$ cat config.mk
export PLATFORM = sky130hd
export DESIGN_NAME = config_status_global_override
export DESIGN_NICKNAME = d
export VERILOG_FILES = /design/src/design/cfg_status_pkg.sv /design/src/design/config_status_global_override.sv
export VERILOG_INCLUDE_DIRS = /design/src /design/src/design
export SDC_FILE = /design/constraint.sdc
export NUM_CORES = 1
export LEC_CHECK = 0
export CORE_UTILIZATION = 53
export CTS_BUF_LIST = sky130_fd_sc_hd__clkbuf_2
export DETAILED_ROUTE_END_ITERATION = 16
export DONT_BUFFER_PORTS = 1
export PLACE_DENSITY_LB_ADDON = 0.2
export SLEW_MARGIN = 25
export SYNTH_ARGS = -nofsm -noshare
export SYNTH_HDL_FRONTEND = slang
export SYNTH_SLANG_ARGS = --single-unit
$ cat constraint.sdc
create_clock -name aclk -period 1.4 [get_ports aclk]
set_clock_uncertainty 0.05 [all_clocks]
set_input_delay 0 -clock aclk [delete_from_list [all_inputs] [get_ports aclk]]
set_output_delay 0 -clock aclk [all_outputs]
set_load 0.005 [all_outputs]
$ cat src/design/cfg_status_regs.svh
// offsets, field positions, reset values and widths of the status and override block
// assumes a 32-bit AXI4-Lite register bus, one register per aligned word
`ifndef CFG_STATUS_REGS_SVH
`define CFG_STATUS_REGS_SVH

// ***************************************************
// register byte offsets
// ***************************************************
`define REG_CTRL 4'h0
`define REG_STATUS 4'h4
`define REG_EVENT 4'h8
`define REG_MASK 4'hc

// ***************************************************
// control fields (option enables)
// ***************************************************
`define CTRL_INIT_DONE_EN 0
`define CTRL_OE_OVR_EN 1
`define CTRL_CLR_OVR_EN 2
`define CTRL_PARALLEL_ASYNC_EN 3
`define CTRL_W 4

// ***************************************************
// live status fields
// ***************************************************
`define STAT_CFG_ACTIVE 0
`define STAT_READY 1
`define STAT_OE_PIN 2
`define STAT_CLR_PIN_N 3
`define STAT_W 4

// ***************************************************
// sticky event fields
// ***************************************************
`define EV_CFG_START 0
`define EV_INIT_DONE 1
`define EV_READ_STROBE 2
`define EV_CLR_APPLIED 3
`define EV_W 4

// ***************************************************
// widths and reset values
// ***************************************************
`define USER_IO_W 8
`define RST_CTRL 4'h0
`define RST_MASK 4'h0
`define RST_RELEASED 1'b1
`define RST_IO_OE_N 8'hff
`define RESP_OKAY 2'b00
`define RESP_SLVERR 2'b10

`endif

$ cat src/design/cfg_status_pkg.sv
// types shared by the status and override block
// assumes cfg_status_regs.svh is on the include path
`default_nettype none
`include "cfg_status_regs.svh"

package cfg_status_pkg;

	// whole state of the block, registered in one always_ff
	typedef struct packed {
		logic awready;
		logic wready;
		logic aw_got;
		logic w_got;
		logic [3:0] waddr;
		logic [31:0] wdata;
		logic wstrb0;
		logic bvalid;
		logic [1:0] bresp;
		logic arready;
		logic rvalid;
		logic [31:0] rdata;
		logic [1:0] rresp;
		logic [`CTRL_W-1:0] ctrl;
		logic [`EV_W-1:0] event_flags;
		logic [`EV_W-1:0] mask;
		logic irq;
		logic cfg_active_d;
		logic read_strobe_n_d;
		logic top_pin_out;
		logic top_pin_oe_n;
		logic init_done_out;
		logic init_done_oe_n;
		logic [`USER_IO_W-1:0] user_io_oe_n;
		logic user_reg_clear_n;
	} state_t;

endpackage : cfg_status_pkg

`default_nettype wire

$ cat src/design/config_status_global_override.sv
// status pins and global overrides of a programmable logic device, with AXI4-Lite registers
// assumes all pin inputs are synchronous to aclk; two-way pins are split into out and oe_n
//
// Chosen here: the AXI4-Lite slave port and the register addresses.
`default_nettype none
`include "cfg_status_regs.svh"

module config_status_global_override (
	input wire logic aclk,
	input wire logic aresetn,
	// axi4-lite slave
	input wire logic [3:0] awaddr,
	input wire logic awvalid,
	output logic awready,
	input wire logic [31:0] wdata,
	input wire logic [3:0] wstrb,
	input wire logic wvalid,
	output logic wready,
	output logic [1:0] bresp,
	output logic bvalid,
	input wire logic bready,
	input wire logic [3:0] araddr,
	input wire logic arvalid,
	output logic arready,
	output logic [31:0] rdata,
	output logic [1:0] rresp,
	output logic rvalid,
	input wire logic rready,
	// from the configuration core
	input wire logic cfg_active,
	input wire logic byte_accept_ready,
	// pins
	input wire logic read_strobe_n,
	input wire logic global_output_enable_override,
	input wire logic global_clear_override_n,
	output logic top_parallel_data_pin_out,
	output logic top_parallel_data_pin_oe_n,
	output logic init_done_out,
	output logic init_done_oe_n,
	// loaded design's own use of the shared pins
	input wire logic user_top_pin_out,
	input wire logic user_top_pin_oe_n,
	input wire logic user_init_pin_out,
	input wire logic user_init_pin_oe_n,
	input wire logic [`USER_IO_W-1:0] user_io_oe_n_in,
	input wire logic user_reg_clear_n_in,
	// gated results toward the I/O ring and the registers
	output logic [`USER_IO_W-1:0] user_io_oe_n,
	output logic user_reg_clear_n,
	output logic irq
);

	// ***************************************************
	// state
	// ***************************************************
	cfg_status_pkg::state_t st_ff; // current state
	cfg_status_pkg::state_t nxt_st; // next state

	// ***************************************************
	// next-state logic
	// ***************************************************
	// one combinational pass computes bus, events and pins
	always_comb begin
		logic aw_take;
		logic w_take;
		logic [`EV_W-1:0] ev_set;
		logic [`STAT_W-1:0] live;
		logic strobe_req;
		logic oe_ovr;
		logic clr_ovr;
		logic rd_event;
		nxt_st = st_ff;
		aw_take = awvalid && st_ff.awready;
		w_take = wvalid && st_ff.wready;
		ev_set = '0;
		live = '0;
		rd_event = 1'b0;

		// overrides are honoured only with their option on
		// option gating
		oe_ovr = st_ff.ctrl[`CTRL_OE_OVR_EN] && !global_output_enable_override;
		clr_ovr = st_ff.ctrl[`CTRL_CLR_OVR_EN] && !global_clear_override_n;
		strobe_req = st_ff.ctrl[`CTRL_PARALLEL_ASYNC_EN] && !read_strobe_n;

		// live pin and core levels for the status register
		live[`STAT_CFG_ACTIVE] = cfg_active;
		live[`STAT_READY] = byte_accept_ready;
		live[`STAT_OE_PIN] = global_output_enable_override;
		live[`STAT_CLR_PIN_N] = global_clear_override_n;

		// event sources, edges seen against last cycle except clear, a level
		ev_set[`EV_CFG_START] = cfg_active && !st_ff.cfg_active_d;
		ev_set[`EV_INIT_DONE] = !cfg_active && st_ff.cfg_active_d;
		ev_set[`EV_READ_STROBE] = strobe_req && st_ff.read_strobe_n_d;
		ev_set[`EV_CLR_APPLIED] = clr_ovr;
		nxt_st.cfg_active_d = cfg_active;
		nxt_st.read_strobe_n_d = read_strobe_n;

		// write channel: address and data taken in either order
		if (aw_take) begin
			nxt_st.aw_got = 1'b1;
			nxt_st.waddr = awaddr;
		end
		if (w_take) begin
			nxt_st.w_got = 1'b1;
			nxt_st.wdata = wdata;
			nxt_st.wstrb0 = wstrb[0];
		end
		if (st_ff.aw_got && st_ff.w_got && !st_ff.bvalid) begin
			// both halves present: commit and answer
			nxt_st.aw_got = 1'b0;
			nxt_st.w_got = 1'b0;
			nxt_st.bvalid = 1'b1;
			nxt_st.bresp = `RESP_OKAY;
			if (st_ff.waddr == `REG_CTRL) begin
				if (st_ff.wstrb0) begin
					nxt_st.ctrl = st_ff.wdata[`CTRL_W-1:0];
				end
			end else if (st_ff.waddr == `REG_MASK) begin
				if (st_ff.wstrb0) begin
					nxt_st.mask = st_ff.wdata[`EV_W-1:0];
				end
			end else if (st_ff.waddr == `REG_STATUS || st_ff.waddr == `REG_EVENT) begin
				// read-only registers ignore writes
				nxt_st.bresp = `RESP_OKAY;
			end else begin
				// unmapped offset
				nxt_st.bresp = `RESP_SLVERR;
			end
		end else if (st_ff.bvalid && bready) begin
			nxt_st.bvalid = 1'b0;
		end
		// ready again only when nothing of that kind is held
		nxt_st.awready = !nxt_st.aw_got && !nxt_st.bvalid;
		nxt_st.wready = !nxt_st.w_got && !nxt_st.bvalid;

		// read channel: one read at a time, answer next cycle
		if (arvalid && st_ff.arready) begin
			nxt_st.arready = 1'b0;
			nxt_st.rvalid = 1'b1;
			nxt_st.rresp = `RESP_OKAY;
			nxt_st.rdata = '0;
			if (araddr == `REG_CTRL) begin
				nxt_st.rdata[`CTRL_W-1:0] = st_ff.ctrl;
			end else if (araddr == `REG_STATUS) begin
				nxt_st.rdata[`STAT_W-1:0] = live;
			end else if (araddr == `REG_EVENT) begin
				nxt_st.rdata[`EV_W-1:0] = st_ff.event_flags;
				rd_event = 1'b1;
			end else if (araddr == `REG_MASK) begin
				nxt_st.rdata[`EV_W-1:0] = st_ff.mask;
			end else begin
				nxt_st.rresp = `RESP_SLVERR;
			end
		end else if (st_ff.rvalid && rready) begin
			nxt_st.rvalid = 1'b0;
			nxt_st.arready = 1'b1;
		end

		// sticky events: read clears, a new event in that cycle survives
		nxt_st.event_flags = (rd_event ? '0 : st_ff.event_flags) | ev_set;
		nxt_st.irq = |(nxt_st.event_flags & st_ff.mask);

		// top data pin: readiness while the strobe is held low
		// strobe drives pin
		if (strobe_req) begin
			nxt_st.top_pin_oe_n = 1'b0;
			nxt_st.top_pin_out = byte_accept_ready;
		end else if (st_ff.ctrl[`CTRL_PARALLEL_ASYNC_EN] && cfg_active) begin
			// configuration owns the pin as an input; keep it released
			nxt_st.top_pin_oe_n = 1'b1;
			nxt_st.top_pin_out = 1'b0;
		end else begin
			nxt_st.top_pin_oe_n = user_top_pin_oe_n;
			nxt_st.top_pin_out = user_top_pin_out;
		end

		// open-drain init-done: pull low only while configuring
		if (st_ff.ctrl[`CTRL_INIT_DONE_EN]) begin
			nxt_st.init_done_out = 1'b0;
			if (cfg_active) begin
				nxt_st.init_done_oe_n = 1'b0;
			end else begin
				nxt_st.init_done_oe_n = 1'b1;
			end
		end else begin
			// option off: ordinary user pin
			nxt_st.init_done_out = user_init_pin_out;
			nxt_st.init_done_oe_n = user_init_pin_oe_n;
		end

		// global output-enable override
		// tristate every I/O
		nxt_st.user_io_oe_n = oe_ovr ? {`USER_IO_W{1'b1}} : user_io_oe_n_in;

		// global clear override
		// clear every register
		nxt_st.user_reg_clear_n = clr_ovr ? 1'b0 : user_reg_clear_n_in;
	end

	// ***************************************************
	// state register
	// ***************************************************
	// synchronous reset: pins released, options off, bus idle
	always_ff @(posedge aclk) begin
		if (!aresetn) begin
			st_ff <= '0;
			st_ff.ctrl <= `RST_CTRL;
			st_ff.mask <= `RST_MASK;
			st_ff.arready <= 1'b1;
			st_ff.read_strobe_n_d <= `RST_RELEASED;
			st_ff.top_pin_oe_n <= `RST_RELEASED;
			st_ff.init_done_oe_n <= `RST_RELEASED;
			st_ff.user_io_oe_n <= `RST_IO_OE_N;
			st_ff.user_reg_clear_n <= `RST_RELEASED;
		end else begin
			st_ff <= nxt_st;
		end
	end

	// ***************************************************
	// outputs, each straight from the state register
	// ***************************************************
	assign awready = st_ff.awready;
	assign wready = st_ff.wready;
	assign bvalid = st_ff.bvalid;
	assign bresp = st_ff.bresp;
	assign arready = st_ff.arready;
	assign rvalid = st_ff.rvalid;
	assign rdata = st_ff.rdata;
	assign rresp = st_ff.rresp;
	assign top_parallel_data_pin_out = st_ff.top_pin_out;
	assign top_parallel_data_pin_oe_n = st_ff.top_pin_oe_n;
	assign init_done_out = st_ff.init_done_out;
	assign init_done_oe_n = st_ff.init_done_oe_n;
	assign user_io_oe_n = st_ff.user_io_oe_n;
	assign user_reg_clear_n = st_ff.user_reg_clear_n;
	assign irq = st_ff.irq;

endmodule // config_status_global_override

`default_nettype wire

Yosys cells after proc, flatten, opt, wreduce, memory -nomap -nowiden. Index checks and enable logic that the tools add are counted.

Bitwise logic cells: 4. Reductions and logical operators: 34. Mux-type cells: 28. Equal/unequal tests: 6.

Operators by type and width (count): 2-bit two-way mux (12); 4-bit two-way mux (5); 4-bit == test (second input constant) (4); 1-bit logical AND (16); 1-bit two-way mux (11); 1-bit logical NOT (9); 4-bit by 3-bit == test with 1-bit output (second input constant) (2); 4-bit logical NOT (2); 4-bit AND (1); 4-bit OR (1); 4-bit AND reduction (1); 2-bit OR reduction (2); 4-bit OR reduction (1); 3-bit AND reduction (1); 1-bit inverter (2); 2-bit nonzero test (1); 1-bit logical OR (1).

Input bits: 69. Bits in registers: 52.

Depth between registers and ports, before layout.
Depth in word-level cells: 9. Depth in mapped cells: 5. Depth with buffers taken out: 4.

Worst setup path before layout. No wires, ideal clock.

Path type: flip-flop to flip-flop. From: register st_ff (netlist bit bvalid). To: register st_ff[24] (netlist bit). Clock period less this slack: 1.496 ns. Arrival: 1.330 ns. Path slack: -0.096 ns. Setup time: 0.116 ns. Cell stages (with the launch flop): 6. Data required time: 1.234 ns. Path through: dfxtp_1 > nand4b_4 > or4b_1 > buf_2 > mux2i_1 > nor2b_1.

Word-level cells in the longest chain between the ends: 3.

RTL lines: from (decl) (line config_status_global_override.sv:56) `cfg_status_pkg::state_t st_ff;`; from (signal assigned) (line config_status_global_override.sv:217) `st_ff <= nxt_st;`; 1-bit logical NOT (line config_status_global_override.sv:109) `if (st_ff.aw_got && st_ff.w_got && !st_ff.bvalid) begin`; 1-bit logical AND (line config_status_global_override.sv:109); 3-bit AND reduction (no source line).

No other way between the ends. A chain may end at the register's enable or synchronous reset.

Worst setup path in the final report.
From: register arready (netlist name). To: register st_ff (netlist bit irq).

Word-level cells in the longest chain between the ends: 6.

RTL lines: 1-bit logical AND (line config_status_global_override.sv:138) `if (arvalid && st_ff.arready) begin`; 1-bit two-way mux (line config_status_global_override.sv:138); 4-bit two-way mux (line config_status_global_override.sv:161) `nxt_st.event_flags = (rd_event ? '0 : st_ff.event_flags) | ev_set;`; 4-bit OR (line config_status_global_override.sv:161); 4-bit AND (line config_status_global_override.sv:162) `nxt_st.irq = |(nxt_st.event_flags & st_ff.mask);`; 4-bit OR reduction (line config_status_global_override.sv:162).

No other way between the ends.

==> impl_metrics.py <==
metrics = {
    "clock_tree": {
        "tritoncts": "built",
        "clock_insertion_delay_worst_skew_ps": 410,
        "cts-buffers-inserted": 5,
        "cts_max_level": 2,
        "cts_buffer_depth": 2,
        "cts_num_sinks": 50,
        "cts.clk_slew.worst_paths_ps": 220,
        "clock_tree.root_cell": "sky130_fd_sc_hd__clkbuf_2",
    },
    "die": {
        "initial_core_utilization_pct": 55.6,
        "die_h_um": 67.0,
        "floorplan.die_area_um2": 4490,
        "fp.coreArea_um2": 4030,
        "fp-row-count": 23,
        "io_pins": 124,
        "die_x_extent_um": 67.0,
    },
    "critical_path": {
        "worst_path_max_delay_cell": "sky130_fd_sc_hd__or4_1",
        "worst_setup_path_startpoint": "arready",
        "cp_data_arrival_time_ps": 1730,
        "reg2reg_depth": 4,
        "r2r_slack_ps": -50,
        "capturing_instance_or_port_of_the_critical_path": "irq",
        "worstPathRequired_ps": 1680,
        "start_kind": "flip-flop",
        "cp_slowest_stage_delay_ps": 510,
        "end_kind": "flip-flop",
        "rr_startpoint": "arready",
        "worst_r2r_endpoint": "irq",
        "critical_path_class": "flip-flop to flip-flop",
        "crit_fanout": 5,
        "worstPathCellList": "nand4bb_4, o21ai_2, a21oi_1, or4_1",
    },
    "logic_synthesis": {
        "synthCells": 232,
        "post_synth.cell_area_avg_um2": 9.66,
        "netlist_area_um2": 2240,
        "synth-seq-area-share_pct": 44.7,
        "synthesis.yosys.warnings": 0,
        "synth_seq_cells": 50,
        "synth.lib_cells_used.distinct": 30,
    },
    "timing": {
        "report.final.hold_viol_count": 0,
        "finalCritPeriodShare_pct": 104,
        "rsz0062_at_grt": "yes",
        "period_needed_ps": 1450,
        "setup_viol_count_final": 6,
        "max_clock_freq_mhz": 688,
        "holdWs_ps": 147,
        "setup_slack_ps": -53.6,
        "timing.setup.tns_ps": -207,
        "drv_slew": 0,
    },
    "power": {
        "p_per_area_nw_per_um2": 939,
        "leakagePower_nw": 1.12,
        "ir_worst_vdd_mv": 0.511,
    },
    "placed_design": {
        "globalplace.congestion": 0.796,
        "detailedPlacementHpwl_mm": 3.03,
        "dp_cells": 274,
        "place.port_buffers": 0,
    },
    "outcome": {
        "violations": "negative setup slack",
        "status": "finished with violations",
    },
    "final_layout": {
        "layout.cells.most_common_list": "sky130_fd_sc_hd__dfxtp_1, sky130_fd_sc_hd__dlygate4sd3_1, sky130_fd_sc_hd__conb_1, sky130_fd_sc_hd__nand2_1",
        "drive_gt1_share_pct": 19.2,
        "regMostFlops": "st_ff",
        "largest_register_ff_count": 25,
        "fin_nets": 345,
        "diodes": 0,
        "post_route_utilization_pct": 67.6,
        "areaGrowthSynthToFinish_pct": 21.6,
        "post_route_insts_no_fill": 326,
        "final_common_cell": "sky130_fd_sc_hd__dfxtp_1",
    },
    "drt": {
        "drt_iter0_drc": 45,
        "drc_errors": 0,
        "routed_wire_length_per_instance_um": 14.0,
        "dr_vias": 1633,
        "antenna_violating_nets_remaining": 0,
        "finalWirelength_mm": 4.57,
        "first_pass_iters": 4,
        "avgViaCountPerCell": 5.01,
    },
    "min_path": {
        "hold_path.class": "primary input to flip-flop",
    },
    "global_route": {
        "largest_net_degree_at_the_start_of_global_routing": 46,
        "antenna_violations_before_repair": 0,
        "grt_util_all_layers_pct": 21.4,
        "grt_first_pass_wirelength_mm": 7.01,
        "grt_overflow": 0,
        "grt_pass1_vias": 1523,
    },
    "flow_run": {
        "max_cap_violations": 0,
    },
}
## metrics by stage
step                      power [mW]  cell area, um2  setup WS [ps]
after floorplan                 1.77            2360          -58.5
after global placement          1.72            2160          -72.5
after detailed placement        1.73            2160           -129
after CTS                       2.56            2650          -62.2
after global routing            2.70            2720           -119
final                           2.56            2720          -53.6
## cell usage after synthesis
| cell type | n | area (um2) |
|---|---|---|
| sky130_fd_sc_hd__dfxtp_1 | 50 | 1000 |
| sky130_fd_sc_hd__nor2b_1 | 14 | 87.6 |
| sky130_fd_sc_hd__and3_1 | 2 | 12.5 |
| sky130_fd_sc_hd__nand2b_2 | 1 | 8.76 |
| sky130_fd_sc_hd__o211a_1 | 1 | 10.0 |
| sky130_fd_sc_hd__nor4_4 | 1 | 21.3 |
| sky130_fd_sc_hd__or2_2 | 8 | 50.1 |
| sky130_fd_sc_hd__clkbuf_1 | 5 | 18.8 |
| sky130_fd_sc_hd__buf_4 | 44 | 330 |
| sky130_fd_sc_hd__nand2b_1 | 6 | 37.5 |
| sky130_fd_sc_hd__or4_1 | 1 | 7.51 |
| sky130_fd_sc_hd__conb_1 | 1 | 3.75 |
| sky130_fd_sc_hd__nor2_1 | 4 | 15.0 |
| sky130_fd_sc_hd__mux4_2 | 4 | 90.1 |
| sky130_fd_sc_hd__o311a_1 | 1 | 10.0 |
| sky130_fd_sc_hd__and2_1 | 2 | 12.5 |
| sky130_fd_sc_hd__o21ai_0 | 9 | 45.0 |
| sky130_fd_sc_hd__a21oi_1 | 8 | 40.0 |
| sky130_fd_sc_hd__a21boi_0 | 15 | 113 |
| sky130_fd_sc_hd__nand3_1 | 9 | 45.0 |
| sky130_fd_sc_hd__mux2i_1 | 8 | 80.1 |
| sky130_fd_sc_hd__nand2_1 | 25 | 93.8 |
| sky130_fd_sc_hd__inv_1 | 2 | 7.51 |
| sky130_fd_sc_hd__buf_2 | 1 | 5.00 |
| sky130_fd_sc_hd__nand3b_1 | 1 | 7.51 |
| sky130_fd_sc_hd__nand4b_4 | 1 | 23.8 |
| sky130_fd_sc_hd__or4b_1 | 1 | 10.0 |
| sky130_fd_sc_hd__nand4bb_1 | 1 | 11.3 |
| sky130_fd_sc_hd__nor3_1 | 1 | 5.00 |
| sky130_fd_sc_hd__a22oi_1 | 5 | 37.5 |
## cells by family after synthesis
| logic type | after synthesis | share of synthesized area, % |
|---|---|---|
| muxes | 12 | 7.59 |
| buffers and inverters | 52 | 16.1 |
| DFF | 50 | 44.7 |
| AOI/OAI and AO/OA | 39 | 11.4 |
| other | 1 | 0.167 |
| and+or+nand+nor | 78 | 20.0 |
## worst max-delay path, delay by kind of cell (launching register included)
| kind | cells | cell delay (ps) |
|---|---|---|
| and+or+nand+nor | 2 | 670 |
| DFF | 1 | 400 |
| AOI/OAI and AO/OA | 2 | 240 |
## per-layer routing
layer  vias up  part of all wire (%)  global-route usage (%)
met5         -                     0                       0
met4         0                   2.1                    7.98
met3         9                   6.1                    7.36
met2        59                    53                    37.5
met1       770                    38                    23.5
li1        795                     -                       -
## final cells by class
| type | instances | area (um2) |
|---|---|---|
| clock inverters | 2 | 33.8 |
| clock buffers | 5 | 25.0 |
| fillers | 327 | 1310 |
| multi-input cells | 159 | 1030 |
| repair buffers | 58 | 554 |
| well taps | 50 | 62.6 |
| flip-flops and latches | 50 | 1010 |
| inverters | 2 | 7.51 |
## where the power goes
| group | total [mW] | internal, mW | switching (mW) |
|---|---|---|---|
| clock | 0.710 | 0.287 | 0.423 |
| sequential | 1.54 | 1.49 | 0.0488 |
| combinational | 0.310 | 0.174 | 0.136 |
| total | 2.56 | 1.95 | 0.607 |
## worst min-delay path by stage
stage | from | to | slack, ps | cells past startpoint
after floorplan | read_strobe_n | st_ff[13] | 40 | 2
after global placement | aresetn | user_reg_clear_n | 20 | 1
after detailed placement | aresetn | user_reg_clear_n | 20 | 1
after CTS | arvalid | arready | -270 | 2
after global routing | user_io_oe_n_in[6] | user_io_oe_n[6] | 110 | 2
final | user_io_oe_n_in[1] | user_io_oe_n[1] | 150 | 2
## what timing repair did
action,in CTS,in global routing
pin swaps,6,3
hold buffers,38,4
endpoints found under the hold margin,50,11
setup buffers,1,2
setup endpoints to repair,10,14
gates resized for setup,12,5
No activity file was read; power rests on OpenSTA's default activity.
